## src/trvs_regs.vh

```
// Register offsets, fields, reset values and timing counts for the target row view block
`ifndef TRVS_REGS_VH
`define TRVS_REGS_VH
`define TRVS_ADDR_W        12
`define TRVS_REG_CMD       12'h000
`define TRVS_REG_STATUS    12'h004
`define TRVS_REG_IDLE      12'h008
`define TRVS_REG_PORTROW   12'h00c
`define TRVS_REG_LEDROW    12'h010
`define TRVS_REG_OUT       12'h014
`define TRVS_REG_WORD_LO   12'h018
`define TRVS_REG_WORD_HI   12'h01c
`define TRVS_REG_PANEL     12'h020
`define TRVS_CMD_OP_LSB    0
`define TRVS_CMD_OP_MSB    2
`define TRVS_CMD_ROW_LSB   4
`define TRVS_CMD_ROW_MSB   7
`define TRVS_CMD_HASROW    8
`define TRVS_CMD_KEEP      9
`define TRVS_CMD_BYNAME    10
`define TRVS_CMD_BIT_LSB   24
`define TRVS_CMD_BIT_MSB   30
`define TRVS_CMD_PORT_LSB  12
`define TRVS_CMD_PORT_MSB  13
`define TRVS_CMD_CNT_LSB   16
`define TRVS_CMD_CNT_MSB   23
`define TRVS_OP_VIEW       3'h1
`define TRVS_OP_FOLLOW     3'h2
`define TRVS_OP_RESET      3'h3
`define TRVS_OP_TIMEOUT    3'h4
`define TRVS_OP_QUIT       3'h5
`define TRVS_ROW_W         4
`define TRVS_NROWS         16
`define TRVS_NPORTS        4
`define TRVS_ROW_DEFAULT   4'h0
`define TRVS_LED_DEFAULT   4'h1
`define TRVS_IDLE_RESET    5'h05
`define TRVS_IDLE_MAX      5'h1e
`define TRVS_MINUTE_NS     36'd60000000000
`define TRVS_CLK_NS        10
`define TRVS_MINUTE_CYC    (`TRVS_MINUTE_NS / `TRVS_CLK_NS)
`endif

```

## src/trvs_minute_tick.v

```verilog
// Divider producing a one-cycle pulse per minute of ref_clk
`timescale 1ns/10ps
`include "trvs_regs.vh"
module trvs_minute_tick #(
    parameter [35:0] CYCLES = `TRVS_MINUTE_CYC
) (
    input  wire ref_clk,  // System clock
    input  wire sys_rst,  // Synchronous reset
    input  wire restart,  // Restart the minute
    output reg  tick      // One pulse per minute
);
    reg [35:0] count;

    always @(posedge ref_clk)
    begin
        if (sys_rst || restart)
        begin
            count <= 36'h0;
            tick  <= 1'b0;
        end
        else if (count == CYCLES - 36'h1)
        begin
            count <= 36'h0;
            tick  <= 1'b1;
        end
        else
        begin
            count <= count + 36'h1;
            tick  <= 1'b0;
        end
    end
endmodule

```

## src/trvs_apb_slave.v

```verilog
// APB register slave: decode, write strobes and read mux
`timescale 1ns/10ps
`include "trvs_regs.vh"
module trvs_apb_slave (
    input  wire        ref_clk,   // System clock
    input  wire        sys_rst,   // Synchronous reset
    input  wire        psel,      // APB select
    input  wire        penable,   // APB enable
    input  wire        pwrite,    // APB direction
    input  wire [11:0] paddr,     // APB byte address
    input  wire [31:0] pwdata,    // APB write data
    output reg  [31:0] prdata,    // APB read data
    output reg         pready,    // APB ready
    output reg         pslverr,   // APB error
    output wire        wr_stb,    // Write accepted this cycle
    output wire [11:0] wr_addr,   // Write address
    output wire [31:0] wr_data,   // Write data
    input  wire [31:0] rd_status, // Status word
    input  wire [31:0] rd_idle,   // Idle limit
    input  wire [31:0] rd_portrow,// Port rows
    input  wire [31:0] rd_ledrow, // LED row
    input  wire [31:0] rd_out,    // Display output
    input  wire [31:0] rd_word_lo,// Word rows 0..3
    input  wire [31:0] rd_word_hi // Word rows 4..7
);
    wire access = psel && penable && pready;
    reg  mapped;

    assign wr_stb  = access && pwrite;
    assign wr_addr = paddr;
    assign wr_data = pwdata;

    always @*
    begin
        case (paddr)
            `TRVS_REG_CMD, `TRVS_REG_STATUS, `TRVS_REG_IDLE, `TRVS_REG_PORTROW, `TRVS_REG_LEDROW,
            `TRVS_REG_OUT, `TRVS_REG_WORD_LO, `TRVS_REG_WORD_HI, `TRVS_REG_PANEL: mapped = 1'b1;
            default: mapped = 1'b0;
        endcase
    end

    // One wait state: ready rises in the second access cycle
    always @(posedge ref_clk)
    begin
        if (sys_rst)
        begin
            pready  <= 1'b0;
            pslverr <= 1'b0;
            prdata  <= 32'h0;
        end
        else
        begin
            pready  <= psel && penable && !pready;
            pslverr <= psel && penable && !pready && !mapped;
            // Writes return zero too, so an error response never carries stale data
            if (psel && penable && !pready && pwrite)
                prdata <= 32'h0;
            else if (psel && penable && !pready)
            begin
                case (paddr)
                    `TRVS_REG_STATUS:  prdata <= rd_status;
                    `TRVS_REG_IDLE:    prdata <= rd_idle;
                    `TRVS_REG_PORTROW: prdata <= rd_portrow;
                    `TRVS_REG_LEDROW:  prdata <= rd_ledrow;
                    `TRVS_REG_OUT:     prdata <= rd_out;
                    `TRVS_REG_WORD_LO: prdata <= rd_word_lo;
                    `TRVS_REG_WORD_HI: prdata <= rd_word_hi;
                    default:           prdata <= 32'h0;
                endcase
            end
        end
    end
endmodule

```

## src/trvs_top.v

```verilog
// Target row view selection: per-port default rows, row display and LED row remap
//
// Design decisions made here: the register offsets and the APB slave port.
`timescale 1ns/10ps
`include "trvs_regs.vh"
module trvs_top #(
    parameter [35:0] MINUTE_CYCLES = `TRVS_MINUTE_CYC
) (
    input  wire        ref_clk,      // 100 MHz system clock
    input  wire        sys_rst,      // Synchronous reset, active high
    input  wire        psel,         // APB select
    input  wire        penable,      // APB enable
    input  wire        pwrite,       // APB direction
    input  wire [11:0] paddr,        // APB address
    input  wire [31:0] pwdata,       // APB write data
    output wire [31:0] prdata,       // APB read data
    output wire        pready,       // APB ready
    output wire        pslverr,      // APB error
    input  wire        panel_button, // Any front-panel button, pin
    input  wire        target_reset, // Target reset button, pin
    output reg  [7:0]  led_row2,     // Second LED row
    output reg  [7:0]  view_bits,    // Bits of the row being shown
    output reg  [3:0]  view_row,     // Row being shown
    output reg         view_valid    // One pulse per displayed copy
);
    localparam [1:0] ST_IDLE = 2'h0;
    localparam [1:0] ST_SHOW = 2'h1;

    wire        wr_stb;
    wire [11:0] wr_addr;
    wire [31:0] wr_data;
    wire        minute_tick;

    reg  [1:0]  state;
    reg  [7:0]  repeat_left;
    reg  [3:0]  show_row;
    reg  [3:0]  port_row [0:`TRVS_NPORTS-1];
    reg  [3:0]  led_row;
    reg         led_remapped;
    reg  [4:0]  panel_idle_limit;
    reg  [4:0]  idle_minutes;
    reg  [7:0]  word_row [0:`TRVS_NROWS-1];
    reg  [7:0]  shown_count;
    reg         btn_meta;
    reg         btn_sync;
    reg         trst_meta;
    reg         trst_sync;
    reg         trst_prev;
    reg         idle_expired;

    wire cmd_wr = wr_stb && (wr_addr == `TRVS_REG_CMD);
    wire [2:0] cmd_op   = wr_data[`TRVS_CMD_OP_MSB:`TRVS_CMD_OP_LSB];
    wire [3:0] cmd_row  = wr_data[`TRVS_CMD_ROW_MSB:`TRVS_CMD_ROW_LSB];
    wire       cmd_has  = wr_data[`TRVS_CMD_HASROW];
    wire       cmd_keep = wr_data[`TRVS_CMD_KEEP];
    wire [1:0] cmd_port = wr_data[`TRVS_CMD_PORT_MSB:`TRVS_CMD_PORT_LSB];
    wire [7:0] cmd_cnt  = wr_data[`TRVS_CMD_CNT_MSB:`TRVS_CMD_CNT_LSB];
    wire       cmd_name = wr_data[`TRVS_CMD_BYNAME];
    wire [6:0] cmd_bit  = wr_data[`TRVS_CMD_BIT_MSB:`TRVS_CMD_BIT_LSB];
    // Eight bits to a row, so a bit's index over eight is its row
    wire [3:0] sel_row  = cmd_name ? cmd_bit[6:3] : cmd_row;
    // New commands are ignored while a display run is in progress
    wire cmd_go   = cmd_wr && (state == ST_IDLE);
    wire is_view  = cmd_go && ((cmd_op == `TRVS_OP_VIEW) || (cmd_op == `TRVS_OP_FOLLOW));
    wire is_fol   = cmd_go && (cmd_op == `TRVS_OP_FOLLOW);
    wire is_reset = cmd_go && (cmd_op == `TRVS_OP_RESET);
    wire [3:0] req_row = cmd_has ? sel_row : port_row[cmd_port];
    wire trst_edge = trst_sync && !trst_prev;

    trvs_apb_slave u_apb (
        .ref_clk    (ref_clk),
        .sys_rst    (sys_rst),
        .psel       (psel),
        .penable    (penable),
        .pwrite     (pwrite),
        .paddr      (paddr),
        .pwdata     (pwdata),
        .prdata     (prdata),
        .pready     (pready),
        .pslverr    (pslverr),
        .wr_stb     (wr_stb),
        .wr_addr    (wr_addr),
        .wr_data    (wr_data),
        .rd_status  ({22'h0, led_remapped, state == ST_SHOW, shown_count}),
        .rd_idle    ({27'h0, panel_idle_limit}),
        .rd_portrow ({16'h0, port_row[3], port_row[2], port_row[1], port_row[0]}),
        .rd_ledrow  ({27'h0, led_remapped, led_row}),
        .rd_out     ({20'h0, view_row, view_bits}),
        .rd_word_lo ({word_row[3], word_row[2], word_row[1], word_row[0]}),
        .rd_word_hi ({word_row[7], word_row[6], word_row[5], word_row[4]})
    );

    trvs_minute_tick #(
        .CYCLES (MINUTE_CYCLES)
    ) u_tick (
        .ref_clk (ref_clk),
        .sys_rst (sys_rst),
        .restart (btn_sync),
        .tick    (minute_tick)
    );

    // Pins pass two flops before use
    // Button acts as a level; the target reset acts on its rising edge
    // Edge detector starts at the pin's idle low level: no false press after reset
    always @(posedge ref_clk)
    begin
        if (sys_rst)
        begin
            btn_meta  <= 1'b0;
            btn_sync  <= 1'b0;
            trst_meta <= 1'b0;
            trst_sync <= 1'b0;
            trst_prev <= 1'b0;
        end
        else
        begin
            btn_meta  <= panel_button;
            btn_sync  <= btn_meta;
            trst_meta <= target_reset;
            trst_sync <= trst_meta;
            trst_prev <= trst_sync;
        end
    end

    // Relay word rows written by software; rows 8 to 15 read as zero
    genvar gi;
    generate
        for (gi = 0; gi < `TRVS_NROWS; gi = gi + 1)
        begin : g_word
            always @(posedge ref_clk)
            begin
                if (sys_rst)
                    word_row[gi] <= 8'h0;
                else if (wr_stb && (gi < 4) && (wr_addr == `TRVS_REG_WORD_LO))
                    word_row[gi] <= wr_data[(gi%4)*8 +: 8];
                else if (wr_stb && (gi >= 4) && (gi < 8) && (wr_addr == `TRVS_REG_WORD_HI))
                    word_row[gi] <= wr_data[(gi%4)*8 +: 8];
            end
        end
    endgenerate

    // Per-port default rows; a clear outranks a pick in the same cycle
    // Stored rows change at the command edge, ahead of the first copy
    generate
        for (gi = 0; gi < `TRVS_NPORTS; gi = gi + 1)
        begin : g_port
            wire on_port   = cmd_go && (cmd_port == gi);
            wire leave_row = on_port && ((cmd_op == `TRVS_OP_TIMEOUT) || (cmd_op == `TRVS_OP_QUIT));
            wire clear_row = is_reset || leave_row;
            wire pick_row  = is_view && on_port && cmd_has && !cmd_keep;
            always @(posedge ref_clk)
            begin
                if (sys_rst)
                    port_row[gi] <= `TRVS_ROW_DEFAULT;
                else if (clear_row)
                    port_row[gi] <= `TRVS_ROW_DEFAULT;
                else if (pick_row)
                    port_row[gi] <= sel_row;
            end
        end
    endgenerate

    always @(posedge ref_clk)
    begin
        if (sys_rst)
            panel_idle_limit <= `TRVS_IDLE_RESET;
        // Only bits 4:0 count: thirty-one clamps to thirty, settings of 32 and above wrap
        else if (wr_stb && (wr_addr == `TRVS_REG_IDLE))
            panel_idle_limit <= (wr_data[4:0] > `TRVS_IDLE_MAX) ? `TRVS_IDLE_MAX : wr_data[4:0];
    end

    // Idle minute counter; any button level holds it at zero
    reg  [4:0]  next_idle_minutes;
    reg         next_idle_expired;

    always @*
    begin
        next_idle_minutes = idle_minutes;
        next_idle_expired = 1'b0;
        // A limit of zero never expires, so a remap then stays until a reset command or a target reset edge
        if (btn_sync)
            next_idle_minutes = 5'h0;
        else if (minute_tick && (panel_idle_limit != 5'h0))
        begin
            if ((idle_minutes + 5'h1) >= panel_idle_limit)
            begin
                next_idle_minutes = 5'h0;
                next_idle_expired = 1'b1;
            end
            else
                next_idle_minutes = idle_minutes + 5'h1;
        end
    end

    always @(posedge ref_clk)
    begin
        if (sys_rst)
        begin
            idle_minutes <= 5'h0;
            idle_expired <= 1'b0;
        end
        else
        begin
            idle_minutes <= next_idle_minutes;
            idle_expired <= next_idle_expired;
        end
    end

    // LED remap; a follow landing with a button edge or timeout still takes
    reg  [3:0]  next_led_row;
    reg         next_led_remapped;

    always @*
    begin
        next_led_row      = led_row;
        next_led_remapped = led_remapped;
        if (is_reset)
        begin
            next_led_row      = `TRVS_LED_DEFAULT;
            next_led_remapped = 1'b0;
        end
        else if (is_fol)
        begin
            next_led_row      = req_row;
            next_led_remapped = 1'b1;
        end
        // Button edge or panel timeout restores the standard set
        else if (trst_edge || idle_expired)
        begin
            next_led_row      = `TRVS_LED_DEFAULT;
            next_led_remapped = 1'b0;
        end
    end

    always @(posedge ref_clk)
    begin
        if (sys_rst)
        begin
            led_row      <= `TRVS_LED_DEFAULT;
            led_remapped <= 1'b0;
        end
        else
        begin
            led_row      <= next_led_row;
            led_remapped <= next_led_remapped;
        end
    end

    // LED row follows live bits of the mapped row; plain view never touches it
    // One cycle behind a remap, too short to see on the panel
    always @(posedge ref_clk)
    begin
        if (sys_rst)
            led_row2 <= 8'h0;
        else
            led_row2 <= word_row[led_row];
    end

    // Display sequencer: next-state logic apart from the registers
    reg  [1:0]  next_state;
    reg  [7:0]  next_repeat_left;
    reg  [3:0]  next_show_row;
    reg  [7:0]  next_shown_count;
    reg  [7:0]  next_view_bits;
    reg  [3:0]  next_view_row;
    reg         next_view_valid;

    always @*
    begin
        // Hold everything but the copy strobe
        next_state       = state;
        next_repeat_left = repeat_left;
        next_show_row    = show_row;
        next_shown_count = shown_count;
        next_view_bits   = view_bits;
        next_view_row    = view_row;
        next_view_valid  = 1'b0;
        case (state)
            ST_IDLE:
            begin
                if (is_view || is_reset)
                begin
                    // Reset command shows row 0 once
                    next_show_row    = is_reset ? `TRVS_ROW_DEFAULT : req_row;
                    next_repeat_left = (is_view && (cmd_cnt != 8'h0)) ? cmd_cnt : 8'h1;
                    next_shown_count = 8'h0;
                    next_state       = ST_SHOW;
                end
            end
            ST_SHOW:
            begin
                // Bits are sampled per copy, so repeats show live changes
                next_view_row    = show_row;
                next_view_bits   = word_row[show_row];
                next_view_valid  = 1'b1;
                next_shown_count = shown_count + 8'h1;
                next_repeat_left = repeat_left - 8'h1;
                if (repeat_left == 8'h1)
                    next_state = ST_IDLE;
            end
            default:
                next_state = ST_IDLE;
        endcase
    end

    // Outputs are registered straight from the next-state logic
    always @(posedge ref_clk)
    begin
        if (sys_rst)
        begin
            state       <= ST_IDLE;
            repeat_left <= 8'h0;
            show_row    <= 4'h0;
            view_bits   <= 8'h0;
            view_row    <= 4'h0;
            view_valid  <= 1'b0;
            shown_count <= 8'h0;
        end
        else
        begin
            state       <= next_state;
            repeat_left <= next_repeat_left;
            show_row    <= next_show_row;
            shown_count <= next_shown_count;
            view_bits   <= next_view_bits;
            view_row    <= next_view_row;
            view_valid  <= next_view_valid;
        end
    end
endmodule

```

## config.mk

```make
export PLATFORM = sky130hd
export DESIGN_NAME = trvs_top
export DESIGN_NICKNAME = d
export VERILOG_FILES = /design/src/trvs_minute_tick.v /design/src/trvs_apb_slave.v /design/src/trvs_top.v
export VERILOG_INCLUDE_DIRS = /design/src
export SDC_FILE = /design/constraint.sdc
export NUM_CORES = 1
export LEC_CHECK = 0
export ABC_AREA = 1
export BUFFER_PORTS_ARGS = -buffer_cell sky130_fd_sc_hd__buf_2
export CAP_MARGIN = 20
export CORE_MARGIN = 4
export CORE_UTILIZATION = 25
export CTS_CLUSTER_DIAMETER = 120
export CTS_CLUSTER_SIZE = 16
export DETAILED_ROUTE_END_ITERATION = 7
export GPL_TIMING_DRIVEN = 0
export PLACE_DENSITY = 0.39
export SKIP_LAST_GASP = 1
export SYNTH_ARGS = -nofsm -noshare
export SYNTH_HDL_FRONTEND = slang
export SYNTH_HIERARCHICAL = 1
export SYNTH_SLANG_ARGS = --single-unit
```

## constraint.sdc

```tcl
create_clock -name ref_clk -period 10.44 [get_ports ref_clk]
set_clock_uncertainty 0.2 [all_clocks]
set_input_delay 1.044 -clock ref_clk [delete_from_list [all_inputs] [get_ports ref_clk]]
set_output_delay 1.044 -clock ref_clk [all_outputs]
set_load 0.01 [all_outputs]
```

After elaboration in Yosys (flattened, before gate mapping)
Memories as Yosys holds them, arrays and structs flattened. A register that Yosys moved wholly into a read port is not among the register bits.
Index checks and enable logic that the tools add are counted.
{"block": "totals", "elab_cells": 207, "ram_bits": 144, "ff_bits": 119, "out_inout_bits": 55, "mem_count": 2}
{"memory": "word_row", "words": 16, "word_bits": 8, "rd": 10, "rd_ports_with_merged_regs": 2, "wr": 16, "line": "trvs_top.v:42", "text": "reg [7:0] word_row [0:`TRVS_NROWS-1];"}
{"memory": "port_row", "words": 4, "word_bits": 4, "rd": 5, "rd_ports_with_merged_regs": 0, "wr": 4, "line": "trvs_top.v:37", "text": "reg [3:0] port_row [0:`TRVS_NPORTS-1];"}
{"block": "op_classes", "mux": 74, "bitwise_logic": 17, "n_eq_ne": 21, "add_sub_neg": 4, "n_lt_le_gt_ge": 2, "reduce_logical": 66}
{"cell": "$pmux W32 S7", "n": 1}
{"cell": "$mux W8", "n": 11}
{"cell": "$mux W4", "n": 13}
{"cell": "$eq A12 B5 Y1 const B", "n": 4}
{"cell": "$mux W1", "n": 42}
{"cell": "$logic_and A1 B1 Y1", "n": 37}
{"cell": "$add A36 B1 Y36 const B", "n": 1}
{"cell": "$eq A36 B33 Y1 const B", "n": 1}
{"cell": "$pmux W8 S2", "n": 2}
{"cell": "$eq A12 B4 Y1 const B", "n": 2}
{"cell": "$or A1 B1 Y1", "n": 16}
{"cell": "$eq A12 B3 Y1 const B", "n": 1}
{"cell": "$eq A12 B6 Y1 const B", "n": 1}
{"cell": "$logic_not A12 Y1", "n": 1}
{"cell": "$mux W5", "n": 2}
{"cell": "$logic_or A1 B1 Y1", "n": 9}
{"cell": "$reduce_or A9 Y1", "n": 1}
{"cell": "$add A8 B1 Y8 const B", "n": 1}
{"cell": "$eq A8 B1 Y1 const B", "n": 1}
{"cell": "$reduce_bool A8 Y1", "n": 1}
{"cell": "$reduce_or A2 Y1", "n": 4}
{"cell": "$sub A8 B1 Y8 const B", "n": 1}
{"cell": "$eq A3 B2 Y1 const B", "n": 2}
{"cell": "$eq A3 B3 Y1 const B", "n": 2}
{"cell": "17 further kinds", "n": 27}

Logic depth before layout (Yosys ltp)
{"block": "logic_depth", "ltp_word": 14, "depth_mapped": 13, "depth_no_buf": 13}

By module
The synthesis kept the hierarchy.
{"mod": "trvs_top", "cells_each": 866, "n_inst": 1, "seq_area_each_um2": 3663.5, "area_each_um2": 7126.8}
{"mod": "trvs_apb_slave", "cells_each": 719, "n_inst": 1, "seq_area_each_um2": 680.7, "area_each_um2": 3870.0}
{"mod": "trvs_minute_tick", "cells_each": 320, "n_inst": 1, "seq_area_each_um2": 740.7, "area_each_um2": 2045.7}

Least setup slack after synthesis
No wires, ideal clock.
{"block": "synth_path", "kind": "input -> register", "start": "in paddr[11]", "end": "mem word_row[0][0], enable pin", "slack_ns": 5.911, "arrival_ns": 3.863, "required_time_ns": 9.774, "n_path_buf": 1, "stages": 6, "cell_sequence": "buf_4 nor2_1 nand2_1 nor2_2 nand2_1 o21ai_0"}
{"item": "start, declared", "line": "trvs_top.v:14", "text": "input wire [11:0] paddr,"}
{"item": "end, declared", "line": "trvs_top.v:42"}

==> flow_metrics.env <==
export IMPL_dieArea_um2=55900
export IMPL_worstReg2RegEnd="view_bits[6]$_SDFFE_PP0P_"
export IMPL_p_leak_nw=6.62
export IMPL_reg2regPathDepth=5
export IMPL_clock_root_buffer="clkbuf_16"
export IMPL_cts_hold_buffers_added=0
export IMPL_cts_sink_count=214
export IMPL_main_flop_type_after_synthesis="dfxtp_1"
export IMPL_core_area_um2=51500
export IMPL_nature_of_the_critical_path_endpoint="flop"
export IMPL_grt_start_max_net_pins=33
export IMPL_worst_ep_required_time_ps=10380
export IMPL_first_global_vias=12300
export IMPL_cts_clk_slew_worst_paths_ps=70
export IMPL_number_of_antenna_violations_at_the_first_check_in_global_routing=2
export IMPL_syn_avg_cell_area_um2=6.85
export IMPL_first_pass_iters=5
export IMPL_hold_path_endpoint="btn_sync$_SDFF_PP0_"
export IMPL_grt_total_ovfl=0
export IMPL_finalSetupViolations=0
export IMPL_ff_latch_area_um2=5080
export IMPL_grtUsageTotal=0.185
export IMPL_finalHoldViolations=0
export IMPL_die_w_um=236
export IMPL_worst_hold_startpoint="btn_meta$_SDFF_PP0_"
export IMPL_multi_input_area_um2=6910
export IMPL_postRouteWirelength_um=53800
export IMPL_cts_buffer_depth=3
export IMPL_power_density_nw_per_um2=112
export IMPL_outcome="finished, final reports clean"
export IMPL_yosys_area_share_adder=0.00959
export IMPL_h_tree_depth=1
export IMPL_regToRegSetupSlack_ps=7890
export IMPL_mux_cell_area_share_after_synthesis=0
export IMPL_cts_setup_buffers=0
export IMPL_yosysUniqueCellTypes=43
export IMPL_via_count=12900
export IMPL_crit_path_launch_type="input port"
export IMPL_postRouteAntennaNets=0
export IMPL_finalCoreUtilization=0.297
export IMPL_seq_area_frac_synth=0.390
export IMPL_dpl_cell_area_um2=14700
export IMPL_async_reset_ff_frac=0
export IMPL_worst_hold_path_num_cells=2
export IMPL_ioPinCount=106
export IMPL_mappedNetlistArea_um2=13000
export IMPL_cts_tree="yes"
export IMPL_critPathMaxFanout=32
export IMPL_cts_repair_resize_count=0
export IMPL_hpwl_um=43100
export IMPL_setup_total_negative_slack_ps=0
export IMPL_worst_setup_path_type="input port to flop"
export IMPL_netlist_instances=1905
export IMPL_post_drt_via_cell_ratio=4.60
export IMPL_layoutNonFillerInstCount=2803
export IMPL_combinational_family_with_the_most_area_after_synthesis="simple AND/OR/NAND/NOR gates"
export IMPL_grt_first_pass_wirelength_um=78800
export IMPL_maxCapViolCount=0
export IMPL_final_layout_size_suffix_gt1_frac=0.133
export IMPL_detail_route_iter0_violations=1064
export IMPL_slew_limit_headroom=0.303
export IMPL_area_added_between_synthesis_and_finish_pct=17.2
export IMPL_report_final_slew_viol_count=0
export IMPL_starting_density=0.253
export IMPL_final_critical_path_setup_slack_ps=7390
export IMPL_place_port_buffers=73
export IMPL_synth_edf_count=80
export IMPL_chipHeight_um=236
export IMPL_place_gp_congestion=0.921
export IMPL_max_slew_worst_pin_slew_ps=1040
export IMPL_fin_crit_sh=0.292
export IMPL_synthXorXnorAreaFrac=0.0141
export IMPL_synthSimpleGateAreaFrac=0.366
export IMPL_wl_per_cell_um=19.2
export IMPL_dp_worst_setup_slack_ps=6760
export IMPL_critPathArrivalTime_ps=2990
export IMPL_regToRegStartpoint="state[0]$_SDFFE_PP0P_"
export IMPL_cts_buffers_inserted=18
export IMPL_num_rows=83
export IMPL_num_nets_final=2173
export IMPL_vdd_ir_drop_max_uv=79.2
export IMPL_numPlacedInstances=2772
export IMPL_maxClockFrequency_ghz=0.328
export IMPL_worst_skew_pair_late_latency_ps=530
export IMPL_post_route_min_period_ps=3050
export IMPL_yosys_register_bits=214
export IMPL_drt_drc_violations_left=0
export IMPL_final_area_um2=15300
export IMPL_fraction_of_the_mapped_netlist_area_in_compound_gates=0.106
export IMPL_ys_warnings_count=6
export IMPL_class_of_the_tightest_hold_or_removal_check="flop to flop"
export IMPL_fill_cells=5867
export IMPL_rsz0062_at_grt="false"
final cells by class:
| type | instances | share of cell area |
|---|---|---|
| diodes | 1 | 0.000164 |
| plain buffers | 130 | 0.0537 |
| clock buffers | 26 | 0.0328 |
| clock inverters | 4 | 0.00401 |
| inverters | 175 | 0.0430 |
| multi-input cells | 1497 | 0.452 |
| flip-flops and latches | 214 | 0.333 |
| well taps | 680 | 0.0557 |
| repair buffers | 76 | 0.0262 |
worst max-delay path, stage by stage:
cell,delay [ps]
buf_2,130
buf_4,140
nor4_2,440
nand2_1,200
nor3b_2,260
or2_2,740
where the power goes:
part           switching, mW  internal (mW)  total (mW)
registers             0.0183          0.876       0.895
clock network          0.345          0.364       0.709
logic                 0.0819         0.0331       0.115
total                  0.446           1.27        1.72
layer usage:
metal | global-route usage | vias up | wire [um]
met5 | 0 | - | 0
met2 | 0.324 | 340 | 26300
met1 | 0.243 | 6037 | 23900
met3 | 0.0191 | 73 | 2140
met4 | 0.0513 | 0 | 1420
li1 | - | 6454 | -
kinds of logic after synthesis:
kind of cell	count (synthesis)
buf+inv	305
fa+ha+maj	10
simple gates	1095
flops	214
other cells	1
xor+xnor	21
compound gates	259
through the flow:
step | hold WS (ps) | power (mW)
after floorplan | 188 | 0.975
after global placement | 190 | 1.03
after detailed placement | 194 | 1.03
after CTS | 205 | 1.75
after global routing | 229 | 1.79
final | 202 | 1.72
cell usage after synthesis, types with 10 or more instances:
master	number	area share
nand4_1	13	0.0062
clkbuf_1	25	0.0072
buf_4	50	0.029
o211ai_1	17	0.0098
edfxtp_1	80	0.18
a21oi_1	120	0.046
buf_6	13	0.011
nor2_1	333	0.096
o21ai_0	101	0.039
xor2_1	12	0.0081
inv_1	163	0.047
ha_1	10	0.0096
nand2_1	413	0.12
dfxtp_1	134	0.21
buf_2	38	0.015
nand3_1	253	0.097
nor2_2	42	0.020
registers in the layout, indices dropped and copies added (netlist names), 4 cells and up:
name,cells
repeat_left,8
led_row2,8
port_row,16
idle_minutes,5
u_apb/prdata,32
view_bits,8
u_tick/count,36
view_row,4
panel_idle_limit,5
shown_count,8
word_row,64
show_row,4
led_row,4
layout by cell type (no fill, tap or decap), types with 4 or more instances in the layout:
cell type and instances:
nand2_1 413, nor2_1 333, nand3_1 253, inv_1 163
dfxtp_1 134, a21oi_1 120, conb_1 112, buf_2 111
o21ai_0 100, edfxtp_1 80, buf_4 52, nor2_2 42
clkbuf_1 32, clkbuf_16 19, o211ai_1 17, nand4_1 13
buf_6 13, xor2_1 12, ha_1 10, xnor2_1 9
a31oi_1 9, inv_2 8, nand2_2 8, nor3_1 7
nor2_4 6, nand2_4 4, buf_1 4, clkinv_1 4
nand3_2 4
how the worst max path moves through the flow:
stage / startpoint / to
finish: paddr[5] / word_row[5][7]$_SDFFCE_PN0P_
global route: paddr[5] / word_row[5][7]$_SDFFCE_PN0P_
CTS: paddr[5] / word_row[5][3]$_SDFFCE_PN0P_
detailed placement: paddr[5] / word_row[7][0]$_SDFFCE_PN0P_
global placement: paddr[1] / word_row[3][2]$_SDFFCE_PN0P_
floorplan: paddr[11] / word_row[0][0]$_SDFFCE_PN0P_
(Power assumes the default switching activity.)
